$ cat src/design/lip_pkg.sv
// package: register map, field layout, reset values and timing for the led intensity block
`default_nettype none
package lip_pkg;
  // printed register offsets are word indices; the byte address is four times the index
  localparam logic [7:0] LIP_IDX_STATUS = 8'h01;
  localparam logic [7:0] LIP_IDX_MASTER_NINTH = 8'h0e;
  localparam logic [7:0] LIP_IDX_FIRST_SECOND = 8'h10;
  localparam int LIP_ADDR_W = 12;

  // field positions inside the two intensity registers
  localparam int LIP_HI_NIB_LSB = 4;
  localparam int LIP_LO_NIB_LSB = 0;
  localparam int LIP_NIB_W = 4;

  // status register layout
  localparam int LIP_ST_RUN_BIT = 0;
  localparam int LIP_ST_SLOT_LSB = 4;
  localparam int LIP_ST_SUB_LSB = 8;

  // reset values: master at zero keeps the oscillator stopped until software enables it
  localparam logic [7:0] LIP_RST_MASTER_NINTH = 8'h00;
  localparam logic [7:0] LIP_RST_FIRST_SECOND = 8'h00;

  // code values
  localparam logic [3:0] LIP_CODE_OFF = 4'h0;
  localparam logic [3:0] LIP_CODE_FULL = 4'hf;
  localparam logic [3:0] LIP_MASTER_LAST_SUB = 4'he;
  localparam logic [3:0] LIP_LAST_SLOT = 4'hf;

  // internal oscillator period in ns and the system clock period in ns
  localparam int LIP_SYS_CLK_NS = 8;
  localparam int LIP_OSC_TICK_NS = 64;
  localparam logic [15:0] LIP_OSC_DIV_CYC =
    16'((LIP_OSC_TICK_NS + LIP_SYS_CLK_NS - 1) / LIP_SYS_CLK_NS);

  localparam int LIP_NUM_PINS = 3;

  typedef struct packed {
    logic psel;
    logic penable;
    logic pwrite;
    logic [LIP_ADDR_W-1:0] paddr;
    logic [31:0] pwdata;
    logic [3:0] pstrb;
  } lip_apb_req_t;

  typedef struct packed {
    logic ninth_port_pin;
    logic second_port_pin;
    logic first_port_pin;
  } lip_pins_t;
endpackage
`default_nettype wire

$ cat src/design/lip_top.sv
// design: apb-mapped led intensity registers with master and per-pin pwm generation
//
// Register access over APB was left to the implementer.
`default_nettype none
module lip_top (
  input wire logic sys_clk_i,
  input wire logic rst_i,
  input wire lip_pkg::lip_apb_req_t apb_i,
  output logic [31:0] prdata_o,
  output logic pready_o,
  output logic pslverr_o,
  output logic first_port_pin_o,
  output logic second_port_pin_o,
  output logic ninth_port_pin_o,
  output logic osc_running_o
);
  import lip_pkg::*;

  // address decode shared by read mux, write enables and error reply
  function automatic logic lip_hit(input logic [LIP_ADDR_W-1:0] addr, input logic [7:0] idx);
    lip_hit = (addr == LIP_ADDR_W'({idx, 2'b00}));
  endfunction

  // one pin's level for a given code, slot and master gate
  function automatic logic lip_pin_level(
    input logic [3:0] code,
    input logic [3:0] slot,
    input logic [3:0] sub,
    input logic [3:0] master
  );
    logic on;
    on = 1'b0;
    if (master == LIP_CODE_OFF) begin
      on = 1'b0;
    end else if (code == LIP_CODE_FULL) begin
      on = 1'b1;
    end else begin
      on = (slot <= code) && (sub < master);
    end
    lip_pin_level = on;
  endfunction

  // ---------------- registers ----------------
  logic [7:0] master_ninth_ff;
  logic [7:0] first_second_ff;
  logic [7:0] nxt_master_ninth;
  logic [7:0] nxt_first_second;

  logic [15:0] div_ff;
  logic [15:0] nxt_div;
  logic [3:0] sub_ff;
  logic [3:0] nxt_sub;
  logic [3:0] slot_ff;
  logic [3:0] nxt_slot;
  logic run_ff;

  logic [31:0] prdata_ff;
  logic [31:0] nxt_prdata;
  logic pready_ff;
  logic nxt_pready;
  logic pslverr_ff;
  logic nxt_pslverr;

  lip_pins_t pins_ff;
  lip_pins_t nxt_pins;

  // ---------------- apb decode ----------------
  wire logic setup_phase = apb_i.psel & ~apb_i.penable;
  wire logic access_done = apb_i.psel & apb_i.penable & pready_ff;
  wire logic hit_master = lip_hit(apb_i.paddr, LIP_IDX_MASTER_NINTH);
  wire logic hit_outs = lip_hit(apb_i.paddr, LIP_IDX_FIRST_SECOND);
  wire logic hit_status = lip_hit(apb_i.paddr, LIP_IDX_STATUS);
  wire logic mapped = hit_master | hit_outs | hit_status;
  // status is read only; a write to it is refused with an error reply
  wire logic bad_access = ~mapped | (hit_status & apb_i.pwrite);
  wire logic wr_ok = access_done & apb_i.pwrite & apb_i.pstrb[0] & ~bad_access;
  wire logic wr_master = wr_ok & hit_master;
  wire logic wr_outs = wr_ok & hit_outs;

  assign nxt_master_ninth = wr_master ? apb_i.pwdata[7:0] : master_ninth_ff;
  assign nxt_first_second = wr_outs ? apb_i.pwdata[7:0] : first_second_ff;

  // ---------------- field extraction ----------------
  wire logic [3:0] master_code = master_ninth_ff[LIP_HI_NIB_LSB +: LIP_NIB_W];
  wire logic [3:0] ninth_code = master_ninth_ff[LIP_LO_NIB_LSB +: LIP_NIB_W];
  wire logic [3:0] second_code = first_second_ff[LIP_HI_NIB_LSB +: LIP_NIB_W];
  wire logic [3:0] first_code = first_second_ff[LIP_LO_NIB_LSB +: LIP_NIB_W];

  // ---------------- read path ----------------
  wire logic [31:0] status_word = {20'h00000, sub_ff, slot_ff, 3'b000, run_ff};
  wire logic [31:0] read_word =
    hit_master ? {24'h000000, master_ninth_ff} :
    hit_outs ? {24'h000000, first_second_ff} :
    hit_status ? status_word : 32'h00000000;

  // data is latched in the setup cycle so the access phase completes in one cycle
  assign nxt_prdata = (setup_phase & ~apb_i.pwrite) ? read_word : prdata_ff;
  assign nxt_pready = setup_phase;
  assign nxt_pslverr = setup_phase & bad_access;

  // ---------------- internal oscillator ----------------
  // a zero master code gates the divider off and parks the counters at zero
  wire logic osc_en = (master_code != LIP_CODE_OFF);
  wire logic osc_tick = osc_en & (div_ff == LIP_OSC_DIV_CYC - 16'h0001);
  wire logic sub_wrap = osc_tick & (sub_ff == LIP_MASTER_LAST_SUB);

  assign nxt_div = !osc_en ? 16'h0000 :
                   osc_tick ? 16'h0000 : div_ff + 16'h0001;
  // fifteen sub ticks per slot carry the master duty of code fifteenths
  assign nxt_sub = !osc_en ? 4'h0 :
                   sub_wrap ? 4'h0 :
                   osc_tick ? sub_ff + 4'h1 : sub_ff;
  // sixteen slots form one output period; the last slot wraps naturally
  assign nxt_slot = !osc_en ? 4'h0 :
                    sub_wrap ? slot_ff + 4'h1 : slot_ff;

  // ---------------- pwm compare ----------------
  logic [3:0] pin_code [LIP_NUM_PINS];
  logic [LIP_NUM_PINS-1:0] pin_level;

  assign pin_code[0] = first_code;
  assign pin_code[1] = second_code;
  assign pin_code[2] = ninth_code;

  // pin is high for slots 0..code, i.e. (code+1)/16, then gated by the master sub ticks except at code f, which stays on while master is nonzero
  genvar gi;
  generate
    for (gi = 0; gi < LIP_NUM_PINS; gi++) begin : g_pin
      assign pin_level[gi] = lip_pin_level(pin_code[gi], slot_ff, sub_ff, master_code);
    end
  endgenerate

  assign nxt_pins.first_port_pin = pin_level[0];
  assign nxt_pins.second_port_pin = pin_level[1];
  assign nxt_pins.ninth_port_pin = pin_level[2];

  // ---------------- flip-flops ----------------
  always_ff @(posedge sys_clk_i) begin
    if (rst_i) begin
      master_ninth_ff <= LIP_RST_MASTER_NINTH;
      first_second_ff <= LIP_RST_FIRST_SECOND;
    end else begin
      master_ninth_ff <= nxt_master_ninth;
      first_second_ff <= nxt_first_second;
    end
  end

  always_ff @(posedge sys_clk_i) begin
    if (rst_i) begin
      div_ff <= 16'h0000;
      sub_ff <= 4'h0;
      slot_ff <= 4'h0;
      run_ff <= 1'b0;
    end else begin
      div_ff <= nxt_div;
      sub_ff <= nxt_sub;
      slot_ff <= nxt_slot;
      run_ff <= osc_en;
    end
  end

  always_ff @(posedge sys_clk_i) begin
    if (rst_i) begin
      prdata_ff <= 32'h00000000;
      pready_ff <= 1'b0;
      pslverr_ff <= 1'b0;
    end else begin
      prdata_ff <= nxt_prdata;
      pready_ff <= nxt_pready;
      pslverr_ff <= nxt_pslverr;
    end
  end

  always_ff @(posedge sys_clk_i) begin
    if (rst_i) begin
      pins_ff <= '0;
    end else begin
      pins_ff <= nxt_pins;
    end
  end

  assign prdata_o = prdata_ff;
  assign pready_o = pready_ff;
  assign pslverr_o = pslverr_ff;
  assign first_port_pin_o = pins_ff.first_port_pin;
  assign second_port_pin_o = pins_ff.second_port_pin;
  assign ninth_port_pin_o = pins_ff.ninth_port_pin;
  assign osc_running_o = run_ff;
endmodule
`default_nettype wire

$ cat config.mk
export PLATFORM = sky130hd
export DESIGN_NAME = lip_top
export DESIGN_NICKNAME = d
export VERILOG_FILES = /design/src/design/lip_pkg.sv /design/src/design/lip_top.sv
export SDC_FILE = /design/constraint.sdc
export NUM_CORES = 1
export LEC_CHECK = 0
export BUFFER_PORTS_ARGS = -buffer_cell sky130_fd_sc_hd__buf_2
export CAP_MARGIN = 20
export CORE_ASPECT_RATIO = 1.5
export CORE_UTILIZATION = 50
export CTS_CLUSTER_SIZE = 20
export DETAILED_ROUTE_END_ITERATION = 12
export PLACE_DENSITY = 0.77
export SLEW_MARGIN = 40
export SYNTH_ARGS = -nofsm -noshare
export SYNTH_HDL_FRONTEND = slang
export SYNTH_SLANG_ARGS = --single-unit
export TNS_END_PERCENT = 30
$ cat constraint.sdc
create_clock -name sys_clk_i -period 3.52 [get_ports sys_clk_i]
set_input_delay 0 -clock sys_clk_i [delete_from_list [all_inputs] [get_ports sys_clk_i]]
set_output_delay 0 -clock sys_clk_i [all_outputs]
set_load 0.02 [all_outputs]
### Word level (Yosys, flattened, before mapping)

Index checks and enable logic that the tools add are counted.
W data, S select, Z words.

* reductions and logical operators: 9
* magnitude comparators: 4
* add/sub/neg operators: 3
* divide/modulo/power cells: 0
* eq/ne operators: 8
* muxes and demuxes: 6
* shifts and indexed selects: 0
* bitwise operators: 21
* $mul: 0

Operator list (number)
* $mux W12: 3
* $add A16 B1 Y16 const B: 1
* $eq A16 B3 Y1 const B: 1
* $eq A4 B4 Y1 const B: 4
* $and A1 B1 Y1: 13
* $eq A12 B3 Y1 const B: 1
* $eq A12 B6 Y1 const B: 1
* $eq A12 B7 Y1 const B: 1
* $le A4 B4 Y1: 3
* $add A4 B1 Y4 const B: 2
* $reduce_or A3 Y1: 2
* $not A1 Y1: 5
* $logic_not A4 Y1: 1
* $lt A4 B4 Y1: 1
* $reduce_bool A4 Y1: 1
* $reduce_or A2 Y1: 2
* $logic_and A1 B1 Y1: 3
* $mux W1: 3
* $or A1 B1 Y1: 3

* bits in writable memories: 0
* input port bits: 53
* memories kept: 0
* latch bits: 0
* ROM bits: 0
* output and inout port bits: 38
* bits in registers: 78
* word-level logic and storage cells: 63

### Depth between registers and ports, before layout

Gate-level depths: netlist of run 1.

* depth in word-level cells: 8
* gate-level depth with buffers: 7
* depth with buffers taken out: 6

### Worst setup path after synthesis of run 1

Ideal clock, no wire load.

* path type: reg2reg
* start: register div_ff[0]
* end: register sub_ff[0]
* path slack: 1669 ps
* cell stages (with the launch flop): 7
* data arrival time: 1780 ps
* buffers on the path: 1
* data required time: 3450 ps
* period minus slack after synthesis: 1851 ps
* cell sequence: dfxtp_1 ha_1 nor4b_1 nand4_1 clkbuf_1 or4_1 a21oi_1

* longest elaborated chain between the ends: 4

RTL lines
* start, declared: RTL line lip_top.sv:49 `logic [15:0] div_ff;`
* start signal, assigned: RTL line lip_top.sv:155 `div_ff <= nxt_div;`
* $eq A16 B3 Y1 (*): RTL line lip_top.sv:104 `wire logic osc_tick = osc_en & (div_ff == LIP_OSC_DIV_CYC - 16'h0001);`
* $and A1 B1 Y1 (*): RTL line lip_top.sv:104
* $and A1 B1 Y1: RTL line lip_top.sv:105 `wire logic sub_wrap = osc_tick & (sub_ff == LIP_MASTER_LAST_SUB);`
* $reduce_or A3 Y1 (no line)
* end signal, assigned: RTL line lip_top.sv:156 `sub_ff <= nxt_sub;`
* end, declared: RTL line lip_top.sv:51 `logic [3:0] sub_ff;`

Mark *: on every way between the ends. The rest lies on a longest branch, timed or not.
A chain may end at the register's enable or synchronous reset.

### Worst setup path after layout of run 1

* start: register div_ff[0]
* end: register slot_ff[3]

* longest elaborated chain between the ends: 3

RTL lines
* $eq A16 B3 Y1: RTL line lip_top.sv:104
* $and A1 B1 Y1: RTL line lip_top.sv:104
* $and A1 B1 Y1: RTL line lip_top.sv:105
* end signal, assigned: RTL line lip_top.sv:157 `slot_ff <= nxt_slot;`
* end, declared: RTL line lip_top.sv:53 `logic [3:0] slot_ff;`

Every way passes these cells.

==> out/results.ini, run 1 <==
[routing]
drt_iter0_drc=262
num_vias=2866
via_per_inst=5.65
antenna_left=0
post-route-drc-count=0
drt-total-wl_um=7340
wire_per_inst_um=14.5
dr.pass1.iters=5

[power_and_ir_drop]
powerDensity_nw_per_um2=403
p_leak_nw=1.35
ir_drop_mv=0.311

[grt]
grt-busiest-layer=met2
met2_usage_pct=42.2
grtUsageMet1_pct=24.1
grt_pass1_vias=2736
track_usage_pct=23.5
grt_first_pass_wirelength_um=12000
grtUsageMet3_pct=4.66
grt_max_degree=41
grt_remaining_overflow=0
grt_antenna_before_repair=0

[floorplan]
io_pins=91
fp.dieArea_um2=6730
start_util_pct=51.8
core-area_um2=6170
fp.dieH_um=100
die_w_um=67.3
rows=35

[sta]
fmaxAchievable_mhz=426
timing.slew.headroom_pct=51.1
final-hold-violation-count=0
tns_ns=0
rsz0062_at_grt=no
fin_ws_ns=1.17
finalCritPeriodShare_pct=66.7
tightest_slew_ns=0.727
skew_ns=0.0118
setup_viol=0
final_max_slew_viol_count=0
fin_crit_ns=2.35

[place]
gp_congestion=0.809
dpl_worst_slack_ns=1.23
place_hpwl_um=5330
io_buffer_count=43

[cts]
clockRootBuffer=clkbuf_8
cts_num_sinks=58
cts.path.max_buffers=2
clk_pin_slew_ns=0.07
clock_latency_ns=0.34
postCtsSetupRepairBufs=0
htree_levels=3
cts_resized=0
cts_tree=built
cts_made_buffers=9
ctsHoldBuffers=10

[worst_setup_path]
ff2ff_setup_slack_ns=1.17
rr_startpoint=div_ff[0]
r2r-end=slot_ff[3]
required_ns=3.78
worstSetupEndpoint=slot_ff[3]
crit_start=div_ff[0]
start_kind=register
path_class=reg -> reg
end_kind=register
worstPathMaxFanout=13
reg2reg_depth=5
crit_arrival_ns=2.61

[yosys]
synth_warnings=0
syn_area_per_cell_um2=8.42
ys.flop_type=dfxtp_1
yosys_register_bits=58
async_reset_ff_share_pct=0
synthCells=380
seq_area_frac_synth_pct=36.3
ys_types=48
synthesis.area_um2=3200
synth_edf_count=0
synth_top_area_share_pct=36.3
ys_top_cells_by_count=dfxtp_1, a21oi_1, nor2_1, buf_4, nand4_1
yosysMostFrequentCell=dfxtp_1
yosys-top-cells-area=dfxtp_1, ha_1, buf_4, a21oi_1, nand4_1
synth_area_leader_cell=dfxtp_1

[cells_and_area]
final_util_pct=60.0
n_antenna_cell=0
area_growth_syn_to_layout_pct=15.9
drive_gt1_share_pct=16.2
layout.nets=500

[job]
maxCapViolCount=0

[status]
status=finished, final reports clean

[worst_hold_path]
hold_class=in -> reg

## flip-flops by register name (all words and copies together), names as in the netlist
name	flops
second_port_pin_o	1
master_ninth_ff	8
div_ff	16
sub_ff	4
prdata_o	12
pready_o	1
pslverr_o	1
ninth_port_pin_o	1
osc_running_o	1
slot_ff	4
first_port_pin_o	1
first_second_ff	8
## final cells by class
cell class	instances	area, um^2
clock inverters	6	115
multi-input cells	285	1810
inverters	19	71.3
repair buffers	55	330
fillers	559	2470
well taps	74	92.6
clock buffers	10	128
flip-flops and latches	58	1160
## how the worst min path moves through the flow
stage | startpoint | to | slack (ns) | cells past startpoint
2_1_floorplan | apb_i[4] | first_second_ff[0] | 0.15 | 2
3_3_place_gp | apb_i[5] | first_second_ff[1] | 0.26 | 3
3_5_place_dp | apb_i[6] | first_second_ff[2] | 0.27 | 3
4_1_cts | apb_i[48] | prdata_o[7] | 0.11 | 4
5_1_grt | apb_i[48] | pslverr_o | 0.15 | 4
6_report | apb_i[48] | prdata_o[7] | 0.12 | 4
## metal layers
metal	share of wire, %	up-vias
met3	3.6	17
li1	-	1440
met5	0	-
met2	53	84
met1	41	1325
met4	2.9	0
## cell usage in the layout (no fill, tap or decap), types with 12 or more instances in the layout
cell and n:
buf_2 43, inv_1 19, a21oi_1 28, ha_1 19, nand3_1 18, conb_1 20, nand4_1 20, nand3b_1 12
nor2_1 28, nand2_1 13, dfxtp_1 58
## critical path, cell delays in order (launching register included)
cell     delay [ns]
dfxtp_1        0.41
ha_1           0.25
nor4b_1        0.39
nand4_1        0.45
or4_1          0.63
a21oi_1        0.14
## power breakdown
| part | switching (mW) | leakage (nW) | internal [mW] | total [mW] |
|---|---|---|---|---|
| Clock | 0.276 | 0.117 | 0.473 | 0.749 |
| Sequential | 0.00122 | 0.468 | 0.659 | 0.660 |
| Combinational | 0.0545 | 0.770 | 0.0308 | 0.0853 |
| Total | 0.332 | 1.35 | 1.16 | 1.49 |
## through the flow
stage               std cells  hold WS (ns)  area (um^2)  power (mW)
floorplan                 399         0.152         3270       0.744
global placement          481         0.265         3360       0.749
detailed placement        481         0.272         3360       0.751
CTS                       507         0.105         3710        1.51
global route              507         0.147         3710        1.55
finish                    507         0.124         3710        1.49
## kinds of logic (layout without fill, tap and decap cells)
family,count (synthesis),in the layout,synth area share [%]
compound gates,77,77,14.4
xor+xnor,14,14,3.83
fa+ha+maj,19,19,7.43
buf+inv,56,90,9.39
flops,58,58,36.3
mux,2,2,0.626
other cells,1,20,0.117
simple gates,153,153,28.0
(Power assumes the default switching activity.)
==> inputs of run 2 (changes only) <==
==> constraint.sdc (replaced) <==
create_clock -name sys_clk_i -period 2.3 [get_ports sys_clk_i]
set_input_delay 0 -clock sys_clk_i [delete_from_list [all_inputs] [get_ports sys_clk_i]]
set_output_delay 0 -clock sys_clk_i [all_outputs]
set_load 0.02 [all_outputs]
==> run 2 against run 1 <==
Against the previous run: highest routed layer unchanged; sequential power rose by 53%; register-to-register slack got worse by 0.95 ns; via count is 0.52% higher; critical path type unchanged; critical path depth rose by 1.
==> out/results.ini, run 2 (same netlist as run 1, synthesis figures left out) <==
[grt]
grt_antenna_before_repair=0
grt_first_pass_wirelength_um=11800
grt_remaining_overflow=0
grt_max_degree=41
grt_pass1_vias=2671
track_usage_pct=23.0

[worst_hold_path]
hold_class=in -> reg
hold_depth=4

[cts]
cts_made_buffers=9
cts.path.max_buffers=2
cts_tree=built
clock_latency_ns=0.34
cts_num_sinks=58
clockRootBuffer=clkbuf_8
clk_pin_slew_ns=0.07
htree_levels=3

[job]
maxCapViolCount=0

[routing]
wire_per_inst_um=14.2
drt_iter0_drc=290
num_vias=2881
via_per_inst=5.62
dr.pass1.iters=4
drt-total-wl_um=7310
post-route-drc-count=0
antenna_left=0

[floorplan]
io_pins=91
fp.dieArea_um2=6730
rows=35
core-area_um2=6170
die_w_um=67.3
fp.dieH_um=100
start_util_pct=51.8

[cells_and_area]
layout.nets=506
largest_reg_flops=16
top_register=div_ff
fin_cells=513
area_growth_syn_to_layout_pct=15.1
n_antenna_cell=0
final_common_cell=dfxtp_1
drive_gt1_share_pct=17.3
final_cell_mix=dfxtp_1, buf_2, nor2_1, a21oi_1

[place]
gp_congestion=0.817
io_buffer_count=43
dpl_worst_slack_ns=0.154
place_hpwl_um=5280
dp_cells=486

[sta]
timing.slew.headroom_pct=52.2
fmaxAchievable_mhz=480
skew_ns=0.0128
tns_ns=0
rsz0062_at_grt=no
setup_viol=0
finalCritPeriodShare_pct=90.5
final_max_slew_viol_count=0
tightest_slew_ns=0.710
fin_crit_ns=2.08
final-hold-violation-count=0
fin_ws_ns=0.218

[worst_setup_path]
cpPeakStageDelay_ns=0.50
crit_family=simple AND/OR/NAND/NOR gates
start_kind=register
required_ns=2.57
path_depth=6
reg2reg_depth=6
path_cells=ha_1, nor4b_1, nand4_1, buf_4, or4_1, a21oi_1
worst-path-buf-inv=1
end_kind=register
worstPathMaxFanout=9
crit_path_top_delay_cell=or4_1
crit_arrival_ns=2.35
path_class=reg -> reg

[power_and_ir_drop]
power_mw=1.96
p_leak_nw=1.35
ir_drop_mv=0.382
powerDensity_nw_per_um2=534

[status]
status=finished, final reports clean

==> run 2: area by class of cell <==
cell class / instances / area, um^2
repair buffers: 61 / 375
flip-flops and latches: 58 / 1160
fillers: 550 / 2490
clock buffers: 11 / 141
clock inverters: 5 / 30.0
inverters: 19 / 71.3
well taps: 74 / 92.6
multi-input cells: 285 / 1810
==> run 2: where the power goes <==
part | internal (mW) | switching [mW] | total [mW] | leakage [nW]
Clock | 0.414 | 0.410 | 0.824 | 0.0851
Combinational | 0.0471 | 0.0824 | 0.130 | 0.797
Sequential | 1.01 | 0.00200 | 1.01 | 0.468
Total | 1.47 | 0.494 | 1.96 | 1.35
==> run 2: repair_timing <==
item	4_1_cts	5_1_grt
setup buffers	0	1
resized for setup	0	0
hold buffers	10	0
endpoints found under the hold margin	11	0
setup endpoints to repair	0	3
==> run 2: stage by stage <==
step / cell area, um^2 / utilization (%) / hold WS (ns)
after floorplan: 3270 / - / 0.152
after global placement: 3400 / 55.1 / 0.267
after detailed placement: 3400 / 55.1 / 0.272
after CTS: 3670 / 59.5 / 0.0939
after global routing: 3680 / 59.6 / 0.122
final: 3680 / 59.6 / 0.107
==> run 2: tightest hold or removal path, delay by kind of cell <==
family | cells | cell delay, ns
AND/OR/NAND/NOR | 3 | 0.30
buffers and inverters | 1 | 0.11
==> run 2: metal layers <==
metal / track usage [%] / wire (um) / vias up
li1: - / - / 1440
met1: 23.8 / 3030 / 1350
met3: 6.36 / 292 / 18
met5: 0 / 0 / -
met4: 12.1 / 182 / 0
met2: 40.7 / 3810 / 73
==> run 2: final timing paths <==
| path | from | to | slack [ns] |
|---|---|---|---|
| worst max-delay path | div_ff[0] | slot_ff[3] | 0.22 |
| worst max register to register | div_ff[0] | slot_ff[3] | 0.22 |
| worst min-delay path | apb_i[48] | prdata_o[6] | 0.11 |
| worst min register to register | prdata_o[11] | prdata_o[11] | 0.45 |
==> inputs of run 3 (changes only) <==
--- a/config.mk
+++ b/config.mk
@@ -5,6 +5,7 @@
 export SDC_FILE = /design/constraint.sdc
 export NUM_CORES = 1
 export LEC_CHECK = 0
+export ABC_AREA = 1
 export BUFFER_PORTS_ARGS = -buffer_cell sky130_fd_sc_hd__buf_2
 export CAP_MARGIN = 20
 export CORE_ASPECT_RATIO = 1.5
@@ -12,7 +13,6 @@
 export CTS_CLUSTER_SIZE = 20
 export DETAILED_ROUTE_END_ITERATION = 12
 export PLACE_DENSITY = 0.77
-export SLEW_MARGIN = 40
 export SYNTH_ARGS = -nofsm -noshare
 export SYNTH_HDL_FRONTEND = slang
 export SYNTH_SLANG_ARGS = --single-unit
==> run 3 against run 2 <==
Against the previous run: first-iteration DRC count decreased by 48%; clock power rose by 18%; sequential cell count unchanged; clock-buffer cell count increased by 2; power grew 8.4%; critical path depth unchanged; clock skew fell by 0.0058 ns; global-route usage is 1.7 points higher; maximum frequency increased by 26%; core utilization rose by 1.1 points; sequential power about the same; combinational power grew 6%; critical path type unchanged; largest power group unchanged; highest routed layer unchanged.
==> out/results.ini, run 3 <==
[status]
status=finished, final reports clean

[routing]
drt-total-wl_um=7590
via_per_inst=5.21
dr.pass1.iters=4
antenna_left=0
drt_iter0_drc=152
post-route-drc-count=0
wire_per_inst_um=13.1
num_vias=3029

[sta]
fin_ws_ns=0.648
final_max_slew_viol_count=0
rsz0062_at_grt=no
setup_viol=0
fin_crit_ns=1.65
tns_ns=0
final-hold-violation-count=0
tightest_slew_ns=0.807
timing.slew.headroom_pct=46.0
finalCritPeriodShare_pct=71.8
skew_ns=0.00705
fmaxAchievable_mhz=605

[worst_hold_path]
hold_class=in -> reg
holdPathEnd=pslverr_o
hold_depth=4
hold_start=apb_i[49]

[grt]
grt_antenna_before_repair=0
grtUsageMet3_pct=6.22
grt_first_pass_wirelength_um=12500
grt_max_degree=29
track_usage_pct=24.7
grt_pass1_vias=2842
grt-busiest-layer=met2
grtUsageMet1_pct=24.6
grt_remaining_overflow=0
met2_usage_pct=44.2

[cells_and_area]
multi_input_area_um2=1740
n_antenna_cell=0
drive_gt1_share_pct=17.9
area_growth_syn_to_layout_pct=15.9
regArea_um2=1160
final_common_cell=nand2_1
top_register=div_ff
final_cell_mix=nand2_1, dfxtp_1, nor2_1, inv_1, buf_2
nFillCells=603
largest_reg_flops=16
final_util_pct=60.7
layout.nets=575

[yosys]
synth_top_area_share_pct=35.9
synthesis.area_um2=3240
synth_area_leader_cell=dfxtp_1
synth_warnings=0
yosys_register_bits=58
syn_area_per_cell_um2=7.29
seq_area_frac_synth_pct=35.9
yosys-top-cells-area=dfxtp_1, nand2_1, ha_1, nor2_1, inv_1
synth_edf_count=0
ys.flop_type=dfxtp_1
yosysMostFrequentCell=nand2_1
synthCells=444
ys_types=36
async_reset_ff_share_pct=0
ys_top_cells_by_count=nand2_1, dfxtp_1, nor2_1, inv_1

[place]
gp_congestion=0.867
dpl_worst_slack_ns=0.691
io_buffer_count=43
place_hpwl_um=5590

[floorplan]
rows=35
fp.dieH_um=101
fp.dieArea_um2=6800
start_util_pct=52.4
die_w_um=67.7
core-area_um2=6170
io_pins=91

[worst_setup_path]
r2r-end=second_port_pin_o
start_kind=register
crit_arrival_ns=1.91
ff2ff_setup_slack_ns=0.65
required_ns=2.55
end_kind=register
rr_startpoint=master_ninth_ff[7]
reg2reg_depth=6
path_class=reg -> reg
worstPathMaxFanout=3

[cts]
cts_tree=built
htree_levels=3
clockRootBuffer=clkbuf_8
cts.path.max_buffers=2
cts_made_buffers=9
clk_pin_slew_ns=0.07
cts_num_sinks=58
clock_latency_ns=0.34

[power_and_ir_drop]
ir_drop_mv=0.468
p_leak_nw=1.63
powerDensity_nw_per_um2=568

[job]
maxCapViolCount=0

## run 3: worst max path at each step
stage                       startpoint  slack (ns)                end
floorplan                    div_ff[0]        0.93         slot_ff[2]
global placement             div_ff[0]        0.71         slot_ff[1]
detailed placement           div_ff[0]        0.69         slot_ff[3]
CTS                          div_ff[0]        0.67         div_ff[14]
global route                 div_ff[0]        0.45         div_ff[14]
finish              master_ninth_ff[7]        0.65  second_port_pin_o
## run 3: critical path, stage by stage, from the launching register on
cell and delay, ns:
dfxtp_1 0.37, inv_1 0.09, ha_1 0.32, a21o_1 0.16, a31oi_1 0.34, nand2_1 0.09, a21oi_1 0.19
## run 3: what timing repair did
| item | in CTS | in global routing |
|---|---|---|
| hold buffers | 11 | 0 |
| gates resized for setup | 0 | 0 |
| setup buffers | 0 | 0 |
| endpoints found under the hold margin | 19 | 0 |
## run 3: cell type report
type | count | area share (%)
flip-flops and latches | 58 | 31.0
clock inverters | 2 | 0.934
clock buffers | 13 | 4.50
well taps | 74 | 2.47
multi-input cells | 322 | 46.5
repair buffers | 56 | 9.07
inverters | 56 | 5.60
## run 3: where the power goes
part	total (mW)	switching, mW	leakage [nW]	internal [mW]
logic	0.138	0.0900	1.05	0.0483
registers	1.02	0.00437	0.469	1.02
clock network	0.971	0.390	0.106	0.582
## run 3: layer usage
| metal | wire length [um] | share of wire, % | vias to the layer above |
|---|---|---|---|
| met1 | 2970 | 39 | 1369 |
| li1 | - | - | 1538 |
| met5 | 0 | 0 | - |
| met2 | 3970 | 52 | 93 |
| met4 | 356 | 4.7 | 0 |
| met3 | 296 | 3.9 | 29 |
## run 3: cell families (layout without fill, tap and decap cells)
family          Yosys count  after routing  share of synthesized area, %
simple gates            202            202                          29.7
xor+xnor                  6              6                          1.62
other cells               1             20                         0.116
flops                    58             58                          35.9
fa+ha+maj                19             19                          7.35
compound gates           75             75                          12.9
buf+inv                  83            127                          12.5
## run 3: through the flow
step | hold WS, ns | total power, mW | instances | cell area, um^2
floorplan | 0.0724 | 1.15 | 463 | 3310
global route | 0.0178 | 2.20 | 581 | 3750
detailed placement | 0.247 | 1.17 | 555 | 3440
CTS | 0.00230 | 2.14 | 581 | 3750
global placement | 0.239 | 1.16 | 555 | 3440
finish | 0.00265 | 2.13 | 581 | 3750
